$ cat config.mk
export PLATFORM = sky130hd
export DESIGN_NAME = programming_word_loader
export DESIGN_NICKNAME = d
export VERILOG_FILES = /design/src/prog_loader_pkg.sv /design/src/prog_word_if.sv /design/src/prog_word_decoder.sv /design/src/programming_word_loader.sv
export VERILOG_INCLUDE_DIRS = /design/src
export SDC_FILE = /design/constraint.sdc
export NUM_CORES = 1
export LEC_CHECK = 0
export ABC_AREA = 1
export BUFFER_PORTS_ARGS = -buffer_cell sky130_fd_sc_hd__buf_2
export CORE_MARGIN = 3
export CORE_UTILIZATION = 30
export CTS_BUF_LIST = sky130_fd_sc_hd__clkbuf_2 sky130_fd_sc_hd__clkbuf_4 sky130_fd_sc_hd__clkbuf_8
export DETAILED_ROUTE_END_ITERATION = 10
export PLACE_DENSITY_LB_ADDON = 0.12
export SYNTH_ARGS = -nofsm -noshare
export SYNTH_HDL_FRONTEND = slang
export SYNTH_SLANG_ARGS = --single-unit
export TNS_END_PERCENT = 20
$ cat constraint.sdc
create_clock -name clk -period 1.85 [get_ports clk]
set_input_delay 0 -clock clk [delete_from_list [all_inputs] [get_ports clk]]
set_output_delay 0 -clock clk [all_outputs]
set_load 0.02 [all_outputs]
$ cat src/prog_loader_defines.svh
// Constants for the programming word loader
// Function
// - Sixteen-bit write-only programming port loads gains, levels, offsets, tones and codes.
// - Serial-bus or power-up reset restores every programmed value to default.
// - Every write to the port clears the programming-ready flag.
// - Ready flag returns to one when the word's action completes, within 250 us.
// - Words within a block arrive in order; blocks in any order.
// - A block may end early; later words keep their values.
// - Bit 15 marks the first word of a block.
// - With bit 14 set, bits 13:12 pick block 0, 1 or 2; 12-bit data.
// - With bit 14 clear, word goes to block 3 with 14-bit data.
// - Modem block: eight byte words, frame sync, two seeds, bit sync.
// - Tone block: six words, level and emphasis, detect settings, four tones.
// - Sub-audio block: five words, level, detect, code halves, dropout time.
// - Digital code split: bits 11:0 first word, upper bits next.
// - Frame sync defaults to cb23; its top bit meets the earliest bit.
// - An all-zero scramble seed means no scrambling is applied.
`ifndef PROG_LOADER_DEFINES_SVH
`define PROG_LOADER_DEFINES_SVH

`define PROG_PORT_OFFSET     8'hc8
`define STATUS_OFFSET        8'hc6
`define STATUS_READY_BIT     0
`define FIRST_WORD_BIT       15
`define BLOCK_KIND_BIT       14
`define BLOCK_SEL_HI         13
`define BLOCK_SEL_LO         12
`define MODEM_WORDS          8
`define TONE_WORDS           6
`define SUB_WORDS            5
`define GAIN_WORDS           9
`define FRAME_SYNC_RESET     16'hcb23
`define BIT_SYNC_RESET       16'h5555
`define SEED_RESET           16'h0000
`define WORD12_RESET         12'h000
`define WORD14_RESET         14'h0000
`define PROG_ACTION_US       250
`define CLK_FREQ_MHZ         40

`endif

$ cat src/prog_loader_pkg.sv
// Types shared by the programming word loader modules
`default_nettype none
package prog_loader_pkg;
  typedef enum logic [1:0] {
    BLK_MODEM = 2'h0,
    BLK_TONE  = 2'h1,
    BLK_SUB   = 2'h2,
    BLK_GAIN  = 2'h3
  } block_t;

  typedef enum logic [1:0] {
    ST_READY = 2'h1,
    ST_BUSY  = 2'h2
  } prog_state_t;
endpackage
`default_nettype wire

$ cat src/prog_word_if.sv
// Decoded programming word passed from the decoder to the loader
`default_nettype none
interface prog_word_if;
  import prog_loader_pkg::*;
  logic         valid;
  block_t       blk;
  logic [3:0]   idx;
  logic [13:0]  data;
  modport src (output valid, output blk, output idx, output data);
  modport dst (input valid, input blk, input idx, input data);
endinterface
`default_nettype wire

$ cat src/prog_word_decoder.sv
// Decodes block, start marker and word index of each programming word
`include "prog_loader_defines.svh"
`default_nettype none
module prog_word_decoder
  import prog_loader_pkg::*;
(
  input  wire logic        clk,
  input  wire logic        rstn,
  input  wire logic        busRst,
  input  wire logic        wrStrobe,
  input  wire logic [15:0] wrWord,
  prog_word_if.src         word
);
  logic [3:0] idx_ff [4];
  logic       reserved;
  block_t     blkSel;
  logic [3:0] nxt_idx;

  // Block code from the high bits; 111 is refused
  always_comb begin
    reserved = 1'b0;
    if (wrWord[`BLOCK_KIND_BIT]) begin
      blkSel   = block_t'(wrWord[`BLOCK_SEL_HI:`BLOCK_SEL_LO]);
      reserved = (wrWord[`BLOCK_SEL_HI:`BLOCK_SEL_LO] == 2'h3);
    end else begin
      blkSel = BLK_GAIN;
    end
    nxt_idx = wrWord[`FIRST_WORD_BIT] ? 4'h0 : idx_ff[blkSel] + 4'h1;
  end

  // Per-block index; blocks may interleave so each keeps its own count
  always_ff @(posedge clk or negedge rstn) begin
    if (!rstn) begin
      for (int i = 0; i < 4; i++) idx_ff[i] <= 4'h0;
    end else if (busRst) begin
      for (int i = 0; i < 4; i++) idx_ff[i] <= 4'h0;
    end else if (wrStrobe && !reserved) begin
      idx_ff[blkSel] <= nxt_idx;
    end
  end

  // Registered hand-off to the loader
  always_ff @(posedge clk or negedge rstn) begin
    if (!rstn) begin
      word.valid <= 1'b0;
      word.blk   <= BLK_MODEM;
      word.idx   <= 4'h0;
      word.data  <= 14'h0000;
    end else begin
      word.valid <= wrStrobe && !reserved && !busRst;
      word.blk   <= blkSel;
      word.idx   <= nxt_idx;
      word.data  <= wrWord[13:0];
    end
  end
endmodule
`default_nettype wire

$ cat src/programming_word_loader.sv
// Programming word port: paces writes and holds the loaded setting blocks
`include "prog_loader_defines.svh"
`default_nettype none
module programming_word_loader
  import prog_loader_pkg::*;
#(
  parameter int BUSY_CYCLES = `PROG_ACTION_US * `CLK_FREQ_MHZ
)(
  input  wire logic        clk,
  input  wire logic        rstn,
  input  wire logic        busRst,
  input  wire logic        regWrEn,
  input  wire logic        regRdEn,
  input  wire logic [7:0]  regAddr,
  input  wire logic [15:0] regWrData,
  output logic      [15:0] regRdData,
  output logic             progReady,
  output logic      [15:0] frameSync,
  output logic      [15:0] scrambleSeed1,
  output logic      [15:0] scrambleSeed2,
  output logic             seed1Bypass,
  output logic             seed2Bypass,
  output logic      [15:0] bitSync,
  output logic      [10:0] toneTxLevel,
  output logic             deemphEn,
  output logic      [1:0]  toneLength,
  output logic      [5:0]  detectThreshold,
  output logic      [3:0]  detectBandwidth,
  output logic      [43:0] progTones,
  output logic      [11:0] subTxLevel,
  output logic             long_digital_code_select,
  output logic      [9:0]  subDetect,
  output logic      [23:0] digitalCode,
  output logic      [3:0]  dropoutTime,
  output logic      [125:0] gainWords
);
  localparam int CW = $clog2(BUSY_CYCLES + 1);

  prog_word_if word ();

  logic        wrStrobe;
  prog_state_t state_ff;
  logic [CW-1:0] busyCnt_ff;
  logic [15:0] rdData_ff;
  logic [7:0]  modem_ff [`MODEM_WORDS];
  logic [11:0] tone_ff  [`TONE_WORDS];
  logic [11:0] sub_ff   [`SUB_WORDS];
  logic [13:0] gain_ff  [`GAIN_WORDS];
  logic        seed1Zero_ff;
  logic        seed2Zero_ff;

  // Reset value of a modem word; only sync patterns have non-zero defaults
  function automatic logic [7:0] modemDefault(input int i);
    logic [15:0] pair;
    case (i / 2)
      0:       pair = `FRAME_SYNC_RESET;
      3:       pair = `BIT_SYNC_RESET;
      default: pair = `SEED_RESET;
    endcase
    return (i % 2 == 0) ? pair[7:0] : pair[15:8];
  endfunction

  // A seed of all zeros disables scrambling after the frame head
  function automatic logic seedIsZero(input logic [7:0] lo, input logic [7:0] hi);
    return {hi, lo} == 16'h0000;
  endfunction

  // Port writes; writes while busy are ignored, so the host must pace itself
  assign wrStrobe = regWrEn && (regAddr == `PROG_PORT_OFFSET)
                    && (state_ff == ST_READY);

  prog_word_decoder u_decoder (
    .clk      (clk),
    .rstn     (rstn),
    .busRst   (busRst),
    .wrStrobe (wrStrobe),
    .wrWord   (regWrData),
    .word     (word.src)
  );

  // Ready/busy pacing of the port
  always_ff @(posedge clk or negedge rstn) begin
    if (!rstn) begin
      state_ff   <= ST_READY;
      busyCnt_ff <= '0;
    end else if (busRst) begin
      state_ff   <= ST_READY;
      busyCnt_ff <= '0;
    end else begin
      case (state_ff)
        ST_READY: begin
          if (wrStrobe) begin
            state_ff   <= ST_BUSY;
            busyCnt_ff <= CW'(BUSY_CYCLES - 1);
          end
        end
        ST_BUSY: begin
          if (busyCnt_ff == '0) begin
            state_ff <= ST_READY;
          end else begin
            busyCnt_ff <= busyCnt_ff - CW'(1);
          end
        end
        default: begin
          state_ff   <= ST_READY;
          busyCnt_ff <= '0;
        end
      endcase
    end
  end

  // Ready flag output, registered so it drops the edge after the write
  always_ff @(posedge clk or negedge rstn) begin
    if (!rstn) begin
      progReady <= 1'b1;
    end else if (busRst) begin
      progReady <= 1'b1;
    end else if (wrStrobe) begin
      progReady <= 1'b0;
    end else if (state_ff == ST_BUSY && busyCnt_ff == '0) begin
      progReady <= 1'b1;
    end
  end

  // Register reads: the port itself reads as zero, status shows the ready flag
  always_ff @(posedge clk or negedge rstn) begin
    if (!rstn) begin
      rdData_ff <= 16'h0000;
    end else if (regRdEn) begin
      rdData_ff <= 16'h0000;
      if (regAddr == `STATUS_OFFSET) begin
        rdData_ff[`STATUS_READY_BIT] <= progReady;
      end
    end
  end
  assign regRdData = rdData_ff;

  // Modem block: bytes in the low bits, words stored in index order
  always_ff @(posedge clk or negedge rstn) begin
    if (!rstn) begin
      for (int i = 0; i < `MODEM_WORDS; i++) modem_ff[i] <= modemDefault(i);
    end else if (busRst) begin
      for (int i = 0; i < `MODEM_WORDS; i++) modem_ff[i] <= modemDefault(i);
    end else if (word.valid && word.blk == BLK_MODEM && word.idx < 4'(`MODEM_WORDS)) begin
      modem_ff[word.idx[2:0]] <= word.data[7:0];
    end
  end

  // Tone block; untouched words keep their previous values
  always_ff @(posedge clk or negedge rstn) begin
    if (!rstn) begin
      for (int i = 0; i < `TONE_WORDS; i++) tone_ff[i] <= `WORD12_RESET;
    end else if (busRst) begin
      for (int i = 0; i < `TONE_WORDS; i++) tone_ff[i] <= `WORD12_RESET;
    end else if (word.valid && word.blk == BLK_TONE && word.idx < 4'(`TONE_WORDS)) begin
      tone_ff[word.idx[2:0]] <= word.data[11:0];
    end
  end

  // Sub-audio block
  always_ff @(posedge clk or negedge rstn) begin
    if (!rstn) begin
      for (int i = 0; i < `SUB_WORDS; i++) sub_ff[i] <= `WORD12_RESET;
    end else if (busRst) begin
      for (int i = 0; i < `SUB_WORDS; i++) sub_ff[i] <= `WORD12_RESET;
    end else if (word.valid && word.blk == BLK_SUB && word.idx < 4'(`SUB_WORDS)) begin
      sub_ff[word.idx[2:0]] <= word.data[11:0];
    end
  end

  // Gain and offset block, 14-bit words; the last one is the production test word
  always_ff @(posedge clk or negedge rstn) begin
    if (!rstn) begin
      for (int i = 0; i < `GAIN_WORDS; i++) gain_ff[i] <= `WORD14_RESET;
    end else if (busRst) begin
      for (int i = 0; i < `GAIN_WORDS; i++) gain_ff[i] <= `WORD14_RESET;
    end else if (word.valid && word.blk == BLK_GAIN && word.idx < 4'(`GAIN_WORDS)) begin
      gain_ff[word.idx] <= word.data;
    end
  end

  // Zero-seed flags kept as flops so downstream sees clean levels
  always_ff @(posedge clk or negedge rstn) begin
    if (!rstn) begin
      seed1Zero_ff <= 1'b1;
      seed2Zero_ff <= 1'b1;
    end else begin
      seed1Zero_ff <= seedIsZero(modem_ff[2], modem_ff[3]);
      seed2Zero_ff <= seedIsZero(modem_ff[4], modem_ff[5]);
    end
  end

  // Field wiring straight from the stored words; seed bypass comes from the zero-seed flops
  assign frameSync     = {modem_ff[1], modem_ff[0]};
  assign scrambleSeed1 = {modem_ff[3], modem_ff[2]};
  assign scrambleSeed2 = {modem_ff[5], modem_ff[4]};
  assign bitSync       = {modem_ff[7], modem_ff[6]};
  assign seed1Bypass   = seed1Zero_ff;
  assign seed2Bypass   = seed2Zero_ff;

  assign toneTxLevel     = tone_ff[0][11:1];
  assign deemphEn        = tone_ff[0][0];
  assign toneLength      = tone_ff[1][11:10];
  assign detectThreshold = tone_ff[1][9:4];
  assign detectBandwidth = tone_ff[1][3:0];
  assign progTones       = {tone_ff[5][10:0], tone_ff[4][10:0], tone_ff[3][10:0], tone_ff[2][10:0]};

  assign subTxLevel               = sub_ff[0];
  assign long_digital_code_select = sub_ff[1][11];
  assign subDetect                = sub_ff[1][9:0];
  assign digitalCode              = {sub_ff[3], sub_ff[2]};
  assign dropoutTime              = sub_ff[4][11:8];

  // Gain words flattened, word 0 in the low bits
  always_comb begin
    for (int i = 0; i < `GAIN_WORDS; i++) gainWords[i*14 +: 14] = gain_ff[i];
  end
endmodule
`default_nettype wire

==> results of run 1 <==
==> metrics by stage <==
stage | cells | hold WS (ps) | area, um^2
2_1_floorplan | 1651 | -296 | 15000
3_3_place_gp | 2670 | -39.1 | 18100
3_5_place_dp | 2670 | -40.9 | 18100
4_1_cts | 2839 | 15.3 | 20000
5_1_grt | 2850 | 34.5 | 20300
6_report | 2851 | 48.0 | 20300
==> state kept, by name (all words and copies together) (netlist names), 4 cells and up <==
name	count
u_decoder.word.data	14
bitSync	16
subTxLevel	12
u_decoder.idx_ff	16
dropoutTime	4
u_decoder.word.idx	4
scrambleSeed1	16
gainWords	126
busyCnt_ff	14
subDetect	10
digitalCode	24
frameSync	16
detectThreshold	6
detectBandwidth	4
scrambleSeed2	16
progTones	44
toneTxLevel	11
==> worst register-to-register path, stage by stage, from the launching register on <==
cell and delay [ps]:
dfrtp_2 450, nand2_1 180, nor3_1 340, buf_4 190, nand2_1 90, buf_12 180, nand3_1 90, o21ai_0 90
==> cell usage in the layout (no fill, tap or decap), drive strengths merged <==
cell / instances
clkinv: 6
ha: 4
nand4: 19
a22o: 8
conb: 15
nand2: 371
dlygate4sd3: 41
nor2: 155
xnor2: 1
mux2: 3
o21ai: 243
a21boi: 1
o32ai: 1
diode: 1
o21a: 1
nor4: 3
inv: 128
nand3: 149
xor2: 2
clkinvlp: 4
clkbuf: 117
o21bai: 1
nor3: 16
nand3b: 1
dfrtp: 346
buf: 462
o22ai: 8
bufinv: 1
a21oi: 58
dfstp: 20
a31oi: 1
==> worst paths after layout <==
check	start	end	slack [ps]	depth (start not counted)
max in group asynchronous	rstn	bitSync[12]	1350	3
min reg2reg	progTones[26]	progTones[26]	470	2
max reg2reg	u_decoder.word.idx[2]	gainWords[110]	70	7
min	rstn	gainWords[107]	50	3
min in group clk	regWrData[12]	u_decoder.word.data[12]	110	2
max	u_decoder.word.idx[2]	gainWords[110]	70	7
==> routing by layer <==
metal	GRT usage, %	up-vias	part of all wire [%]
met1	28.7	6583	45
met4	6.61	0	2.3
li1	-	6334	-
met2	34.7	434	47
met5	0	-	0
met3	4.46	72	5.9
==> area by class of cell <==
cell class	count	area, um^2
clock buffer	117	1430
tap	664	831
clock inverter	10	83.8
timing repair buffer	503	3270
antenna	1	2.50
inverter	129	502
multi-input combinational	1061	4970
sequential	366	9190
fill	5012	28800
==> cells by family (layout without fill, tap and decap cells) <==
family                   Yosys count  count (layout)  synth area share, %
AND/OR/NAND/NOR                  714             714                 20.1
flip-flops                       366             366                 61.6
AO/OA/AOI/OAI                    322             322                 11.2
buffers and inverters            224             759                 6.22
adder cells (fa/ha/maj)            4               4                0.336
XOR/XNOR                           3               3                0.176
multiplexers                       3               3                0.227
other                              1              16               0.0252
==> where the power goes <==
group / switching [mW] / total [mW] / internal (mW) / leakage (nW)
Combinational: 1.11 / 1.58 / 0.471 / 4.72
Clock: 3.52 / 8.52 / 5.00 / 0.809
Sequential: 0.118 / 8.33 / 8.21 / 4.92
Total: 4.74 / 18.4 / 13.7 / 10.4
==> timing repair <==
item,in CTS,in global routing
hold endpoints to repair,390,0
pin swaps,0,8
gates resized for setup,5,51
gates cloned,0,0
setup endpoints to repair,57,234
hold buffers,42,0
buffers inserted,0,11
==> results_dict.tcl, run 1 <==
set metrics [dict create \
    rows 81 \
    antenna_left 0 \
    syn-cell-area_um2 14900 \
    clkLatencyLatePin_ps 640 \
    critPathKind "register to register" \
    drc 0 \
    synth_area_per_cell_um2 9.10 \
    crit_chain "nand2_1 > nor3_1 > buf_4 > nand2_1 > buf_12 > nand3_1 > o21ai_0" \
    place.gp.congestion 0.796 \
    critPathTopFamily "simple AND/OR/NAND/NOR gates" \
    final.min_clock_period_ps 1780 \
    crit_arrival_ps 2250 \
    routed_via_density 4.71 \
    root_buffer "clkbuf_8" \
    synth-async-reset-ratio_pct 100 \
    yosysSeqAreaShare_pct 61.6 \
    fin_skew_ps 32.0 \
    die_h_um 229 \
    start_util_pct 30.4 \
    worst_slew_margin_rel_pct 61.6 \
    syn2layout_area_growth_pct 36.1 \
    syn_inst 1637 \
    drtPass1Iterations 5 \
    min_period_over_period_pct 96.0 \
    drt_iter0_markers 1055 \
    wire_per_inst_um 19.8 \
    synth_area_leaders "dfrtp_1 58%, nand2_1 9.2%, o21ai_0 8.0%" \
    synth_largest_area_cell "dfrtp_1" \
    critical-path-max-stage-delay_ps 450 \
    finalSetupTns_ps 0 \
    cts_tree "done" \
    synth-edff-count 0 \
    startpoint_type "register" \
    ir_drop_mv 0.412 \
    ys_ff_latch 366 \
    post-place-ws_ps -106 \
    synthTopCellsByCount "366 x nand2_1, 346 x dfrtp_1, 238 x o21ai_0" \
    grt_pass1_vias 13299 \
    synth_top_area_share_pct 58.1 \
    cts.sink_count 366 \
    yosys_warnings 0 \
    status "finished clean" \
    p_per_area_nw_per_um2 909 \
    yosysUniqueCellTypes 38 \
    cp_common_cell "nand2_1" \
    worst_slack_ps 73.5 \
    path_max_fanout 24 \
    leakagePower_nw 10.4 \
    maxCapViolations 0 \
    vias 13423 \
    htree_levels 3 \
    drive_above_1_share_pct 30.6 \
    finalHoldViolations 0 \
    cts.clk_slew.worst_paths_ps 60 \
    io_pins 357 \
    hpwl_mm 40.1 \
    slew_violations 0 \
    dieArea_um2 52400 \
    rsz0062_at_grt "true" \
    die_w_um 229 \
    totalWireLength_mm 56.5 \
    numPortBuffers 341 \
    end_kind "register" \
    fmax_ghz 0.563 \
    clock_path_buffers 3 \
    core_area_um2 49100 \
    final_util_pct 41.3 \
    required_ps 2320 \
    holdCritPathClass "input port to asynchronous set/reset pin" \
    grt.total_usage_pct 21.3 \
    numCtsBuffers 70 \
    synth.most_common_cell "nand2_1" \
    yosys_most_used_dff "dfrtp_1" \
    setup_viol_count_final 0 \
    path_buf_inv 2 \
    worst_slew_pin_slew_ps 574 \
    crit_slowest_cell "dfrtp_2" \
    final_nets 2164 \
    total_power_mw 18.4 \
    grt_pass1_wl_mm 85.3 \
    grt_overflow 0 \
    antenna_found_initial 2 \
    grt_max_degree 102 \
]
No activity file was read; power rests on OpenSTA's default activity.
==> run 2: changes to the inputs <==
--- a/config.mk
+++ b/config.mk
@@ -12,7 +12,8 @@
 export CORE_UTILIZATION = 30
 export CTS_BUF_LIST = sky130_fd_sc_hd__clkbuf_2 sky130_fd_sc_hd__clkbuf_4 sky130_fd_sc_hd__clkbuf_8
 export DETAILED_ROUTE_END_ITERATION = 10
-export PLACE_DENSITY_LB_ADDON = 0.12
+export GPL_TIMING_DRIVEN = 1
+export PLACE_DENSITY_LB_ADDON = 0.15
 export SYNTH_ARGS = -nofsm -noshare
 export SYNTH_HDL_FRONTEND = slang
 export SYNTH_SLANG_ARGS = --single-unit
==> run 2 against run 1 <==
Combinational power fell by 3%. First-iteration DRC count fell by 8.2%. Critical path type unchanged. Worst setup slack got worse by 45 ps. Sequential power barely moved. Clock skew fell by 5.1 ps. Critical path depth did not move. Register-to-register slack got worse by 50 ps. Non-clock buffer count fell by 18. Largest power group is now registers. Final cell count fell by 0.95%. Utilization fell by 0.57 points. Worst hold slack improved by 15 ps. Clock power fell by 3.9%. Highest routed layer unchanged.
==> results_dict.tcl, run 2 (synthesized netlist as in run 1, its figures left out) <==
set metrics [dict create \
    status "finished clean" \
    critical-path-max-stage-delay_ps 490 \
    antenna_found_initial 0 \
    final_util_pct 40.8 \
    routed_via_density 4.68 \
    p_per_area_nw_per_um2 903 \
    root_buffer "clkbuf_8" \
    hpwl_mm 39.4 \
    start_util_pct 30.4 \
    numPortBuffers 341 \
    drtPass1Iterations 7 \
    total_power_mw 18.1 \
    die_h_um 229 \
    end_kind "register" \
    final_common_cell "nand2_1" \
    fmax_ghz 0.549 \
    crit_arrival_ps 2310 \
    htree_levels 3 \
    grt.total_usage_pct 20.8 \
    die_w_um 229 \
    syn2layout_area_growth_pct 34.2 \
    crit_chain "nand2_1 > nand4_2 > clkinv_2 > nand2_1 > buf_12 > nand3_1 > o21ai_0" \
    rr_startpoint "u_decoder.word.idx[2]" \
    finalHoldViolations 0 \
    worst_slew_pin_slew_ps 737 \
    final.min_clock_period_ps 1820 \
    startpoint_type "register" \
    antenna_cells 0 \
    totalWireLength_mm 55.5 \
    grt_pass1_vias 12946 \
    slew_violations 0 \
    place.gp.congestion 0.837 \
    final_nets 2146 \
    path_max_fanout 22 \
    mostFrequentLayoutCells "360 x nand2_1, 344 x dfrtp_1, 340 x buf_2" \
    core_area_um2 49100 \
    leakagePower_nw 10.3 \
    finalSetupTns_ps 0 \
    grt_pass1_wl_mm 82.9 \
    cts.sink_count 366 \
    holdCritPathClass "input port to asynchronous set/reset pin" \
    dieArea_um2 52400 \
    worst_slew_margin_rel_pct 50.8 \
    worst-r2r-cell-count 7 \
    io_pins 357 \
    rrSetupSlack_ps 30 \
    required_ps 2330 \
    ir_drop_mv 0.373 \
    maxCapViolations 0 \
    clock_path_buffers 3 \
    grt_overflow 0 \
    numCtsBuffers 69 \
    drc 0 \
    grt_max_degree 101 \
    drive_above_1_share_pct 29.8 \
    fin_skew_ps 26.9 \
    r2r-end "progTones[40]" \
    min_period_over_period_pct 98.5 \
    rows 81 \
    drt_iter0_markers 969 \
    clkLatencyLatePin_ps 630 \
    setup_viol_count_final 0 \
    antenna_left 0 \
    rsz0062_at_grt "true" \
    wire_per_inst_um 19.6 \
    crit_slowest_cell "dfrtp_2" \
    hold_ws_ps 62.6 \
    cts_tree "done" \
    critPathKind "register to register" \
    cp_common_cell "nand2_1" \
    vias 13215 \
    cts.clk_slew.worst_paths_ps 50 \
    largest_register_ffs 126 \
]
==> run 2: area by class of cell <==
type | instances | area, um^2
Clock inverter | 11 | 92.6
Clock buffer | 107 | 1340
Tap cell | 664 | 831
Sequential cell | 366 | 9190
Fill cell | 5094 | 29100
Inverter | 129 | 493
Timing Repair inverter | 1 | 5.00
Multi-Input combinational cell | 1061 | 4970
Timing Repair Buffer | 485 | 3080
==> run 2: power breakdown <==
group          internal [mW]  leakage (nW)  switching (mW)
Clock                   4.71         0.747            3.48
Combinational          0.450          4.62            1.09
Sequential              8.21          4.92           0.119
==> run 2: how the worst max path moves through the flow <==
stage / start / endpoint / cells past startpoint
after global placement: state_ff[0] / busyCnt_ff[0] / 11
final: u_decoder.word.idx[2] / progTones[40] / 7
after detailed placement: state_ff[0] / busyCnt_ff[13] / 11
after CTS: u_decoder.word.idx[2] / gainWords[85] / 7
after floorplan: state_ff[0] / busyCnt_ff[0] / 11
after global routing: u_decoder.word.idx[2] / progTones[40] / 7
==> run 2: repair_timing <==
action,CTS,global route
setup endpoints to repair,42,220
gates resized for setup,4,39
hold buffers,39,0
buffers inserted,0,2
pin swaps,0,3
hold endpoints to repair,439,0
cloned,0,1
==> run 2: stage by stage <==
step	setup WS (ps)	area, um^2	cells
2_1_floorplan	32.2	15000	1651
3_3_place_gp	-97.1	18000	2664
3_5_place_dp	-126	18000	2664
4_1_cts	1.31	19900	2821
5_1_grt	-88.4	20000	2824
6_report	28.4	20000	2824
==> run 2: routing by layer <==
layer / vias to the layer above / track usage [%] / part of all wire, %
met5: - / 0 / 0
met3: 92 / 4.40 / 5.8
met2: 389 / 34.0 / 48
met4: 0 / 7.22 / 2.9
met1: 6443 / 27.5 / 44
li1: 6291 / - / -
==> run 2: critical path: cells and delay by family (launching register included) <==
| family | cells | cell delay [ps] |
|---|---|---|
| simple gates | 4 | 700 |
| flops | 1 | 490 |
| compound gates | 1 | 100 |
| buf+inv | 2 | 410 |
==> run 3: changes to the inputs <==
==> constraint.sdc (replaced) <==
create_clock -name clk -period 2.3 [get_ports clk]
set_input_delay 0 -clock clk [delete_from_list [all_inputs] [get_ports clk]]
set_output_delay 0 -clock clk [all_outputs]
set_load 0.02 [all_outputs]
==> run 3 against run 2 <==
Worst hold slack lost 5.1 ps. Via count shrank 0.62%. Sequential power shrank 20%. Clock skew grew 5.9 ps. Maximum frequency shrank 14%. Global-route usage grew 0.17 points. Critical path type unchanged. Highest routed layer is now met5.
==> results_dict.tcl, run 3 (synthesized netlist as in run 1, its figures left out) <==
set metrics [dict create \
    root_buffer "clkbuf_8" \
    required_ps 2860 \
    final_util_pct 39.8 \
    worst_slew_margin_rel_pct 41.3 \
    crit_arrival_ps 2670 \
    wl_met3_mm 3.59 \
    p_sw_mw 3.82 \
    vias 13133 \
    final_common_cell "nand2_1" \
    totalWireLength_mm 55.8 \
    largest_register_ffs 126 \
    drt_iter0_markers 915 \
    htree_levels 3 \
    rows 81 \
    core_area_um2 49100 \
    start_util_pct 30.4 \
    hold_start "regWrData[11]" \
    die_h_um 229 \
    final_nets 2107 \
    end_kind "register" \
    final.min_clock_period_ps 2110 \
    rsz0062_at_grt "false" \
    dieArea_um2 52400 \
    ir_drop_mv 0.332 \
    path_max_fanout 6 \
    grt.total_usage_pct 21.0 \
    p_int_mw 10.9 \
    numPortBuffers 341 \
    grt_overflow 0 \
    drive_above_1_share_pct 27.2 \
    critPathLaunch "state_ff[0]" \
    io_pins 357 \
    switching_share_pct 25.9 \
    p_per_area_nw_per_um2 755 \
    crit_slowest_cell "dlygate4sd3_1" \
    critPathTopFamily "buffers and inverters" \
    mostFrequentLayoutCells "366 x nand2_1, 346 x dfrtp_1, 340 x buf_2" \
    rr_startpoint "state_ff[0]" \
    die_w_um 229 \
    min_period_over_period_pct 91.6 \
    topRoutingLayerUsed "met5" \
    wl_met2_mm 26.2 \
    cts_resized 0 \
    numCtsBuffers 69 \
    startpoint_type "register" \
    place.gp.congestion 0.868 \
    worst_slew_pin_slew_ps 877 \
    cp_common_cell "nand3_1" \
    status "finished clean" \
    cts.clk_slew.worst_paths_ps 60 \
    num-fill-cells 5064 \
    fin_skew_ps 32.8 \
    holdCritPathClass "input port to register" \
    slew_violations 0 \
    clkPwrFrac_pct 46.6 \
    grt_max_degree 80 \
    fmax_ghz 0.475 \
    clock_path_buffers 3 \
    critPathKind "register to register" \
    placed_area_um2 17600 \
    cts_hold_buf 42 \
    antenna_found_initial 2 \
    path_buf_inv 3 \
    syn2layout_area_growth_pct 31.1 \
    finalSetupTns_ps 0 \
    cts_tree "done" \
    finalHoldViolations 0 \
    routed_via_density 4.70 \
    p_seq_share_pct 45.4 \
    p_comb_share_pct 8.0 \
    wire_per_inst_um 20.0 \
    drc 0 \
    m1WireLength_mm 24.2 \
    antenna_left 0 \
    leakagePower_nw 10.1 \
    cts.sink_count 366 \
    hpwl_mm 38.9 \
    crit_chain "ha_1 > nand2_1 > inv_1 > nand3_1 > nor2_4 > buf_4 > dlygate4sd3_1 > nand3_1 > a21boi_0" \
    maxCapViolations 0 \
    stdcell_area_um2 19500 \
    grt_pass1_vias 12985 \
    critical-path-max-stage-delay_ps 550 \
    clkLatencyLatePin_ps 640 \
    setup_viol_count_final 0 \
    grt_pass1_wl_mm 83.5 \
    drtPass1Iterations 5 \
    cts_setup_buffers 0 \
]
[run 3: worst paths after layout]
check / end / slack (ps) / cells after the start
max: state_ff[0] / 190 / 9
min: u_decoder.word.data[11] / 60 / 2
max reg2reg: state_ff[0] / 190 / 9
min reg2reg: toneTxLevel[9] / 470 / 2
max in group asynchronous: gainWords[48] / 480 / 4
min in group asynchronous: gainWords[62] / 510 / 3
[run 3: routing by layer]
layer  vias up  global-route usage [%]
met2       430                    33.9
met3        87                    5.17
li1       6217                       -
met4         2                    7.96
met5         -                       0
met1      6397                    27.2
[run 3: cell type report]
type / count / area (um^2) / area share (%)
antenna: 1 / 2.50 / 0.0128
clock buffer: 116 / 1430 / 7.31
clock inverter: 9 / 82.6 / 0.423
inverter: 129 / 489 / 2.50
multi-input combinational: 1061 / 4840 / 24.8
sequential: 366 / 9180 / 47.0
tap: 664 / 831 / 4.25
timing repair buffer: 447 / 2680 / 13.7
[run 3: power groups by stage]
stage	Sequential [mW]	Clock, mW	Combinational [mW]
global placement	6.81	0	1.13
floorplan	6.92	0	0.443
CTS	6.70	7.08	1.19
detailed placement	6.81	0	1.14
global route	6.71	7.38	1.29
finish	6.70	6.88	1.17
[run 3: per-stage QoR]
| stage | total power [mW] | hold slack [ps] | worst slack, ps | cells |
|---|---|---|---|---|
| final | 14.8 | 57.5 | 193 | 2793 |
| after detailed placement | 7.95 | 96.6 | 248 | 2625 |
| after floorplan | 7.37 | -296 | 482 | 1651 |
| after global routing | 15.4 | 27.5 | 7.24 | 2792 |
| after global placement | 7.94 | 99.3 | 304 | 2625 |
| after CTS | 15.0 | 7.64 | 198 | 2792 |
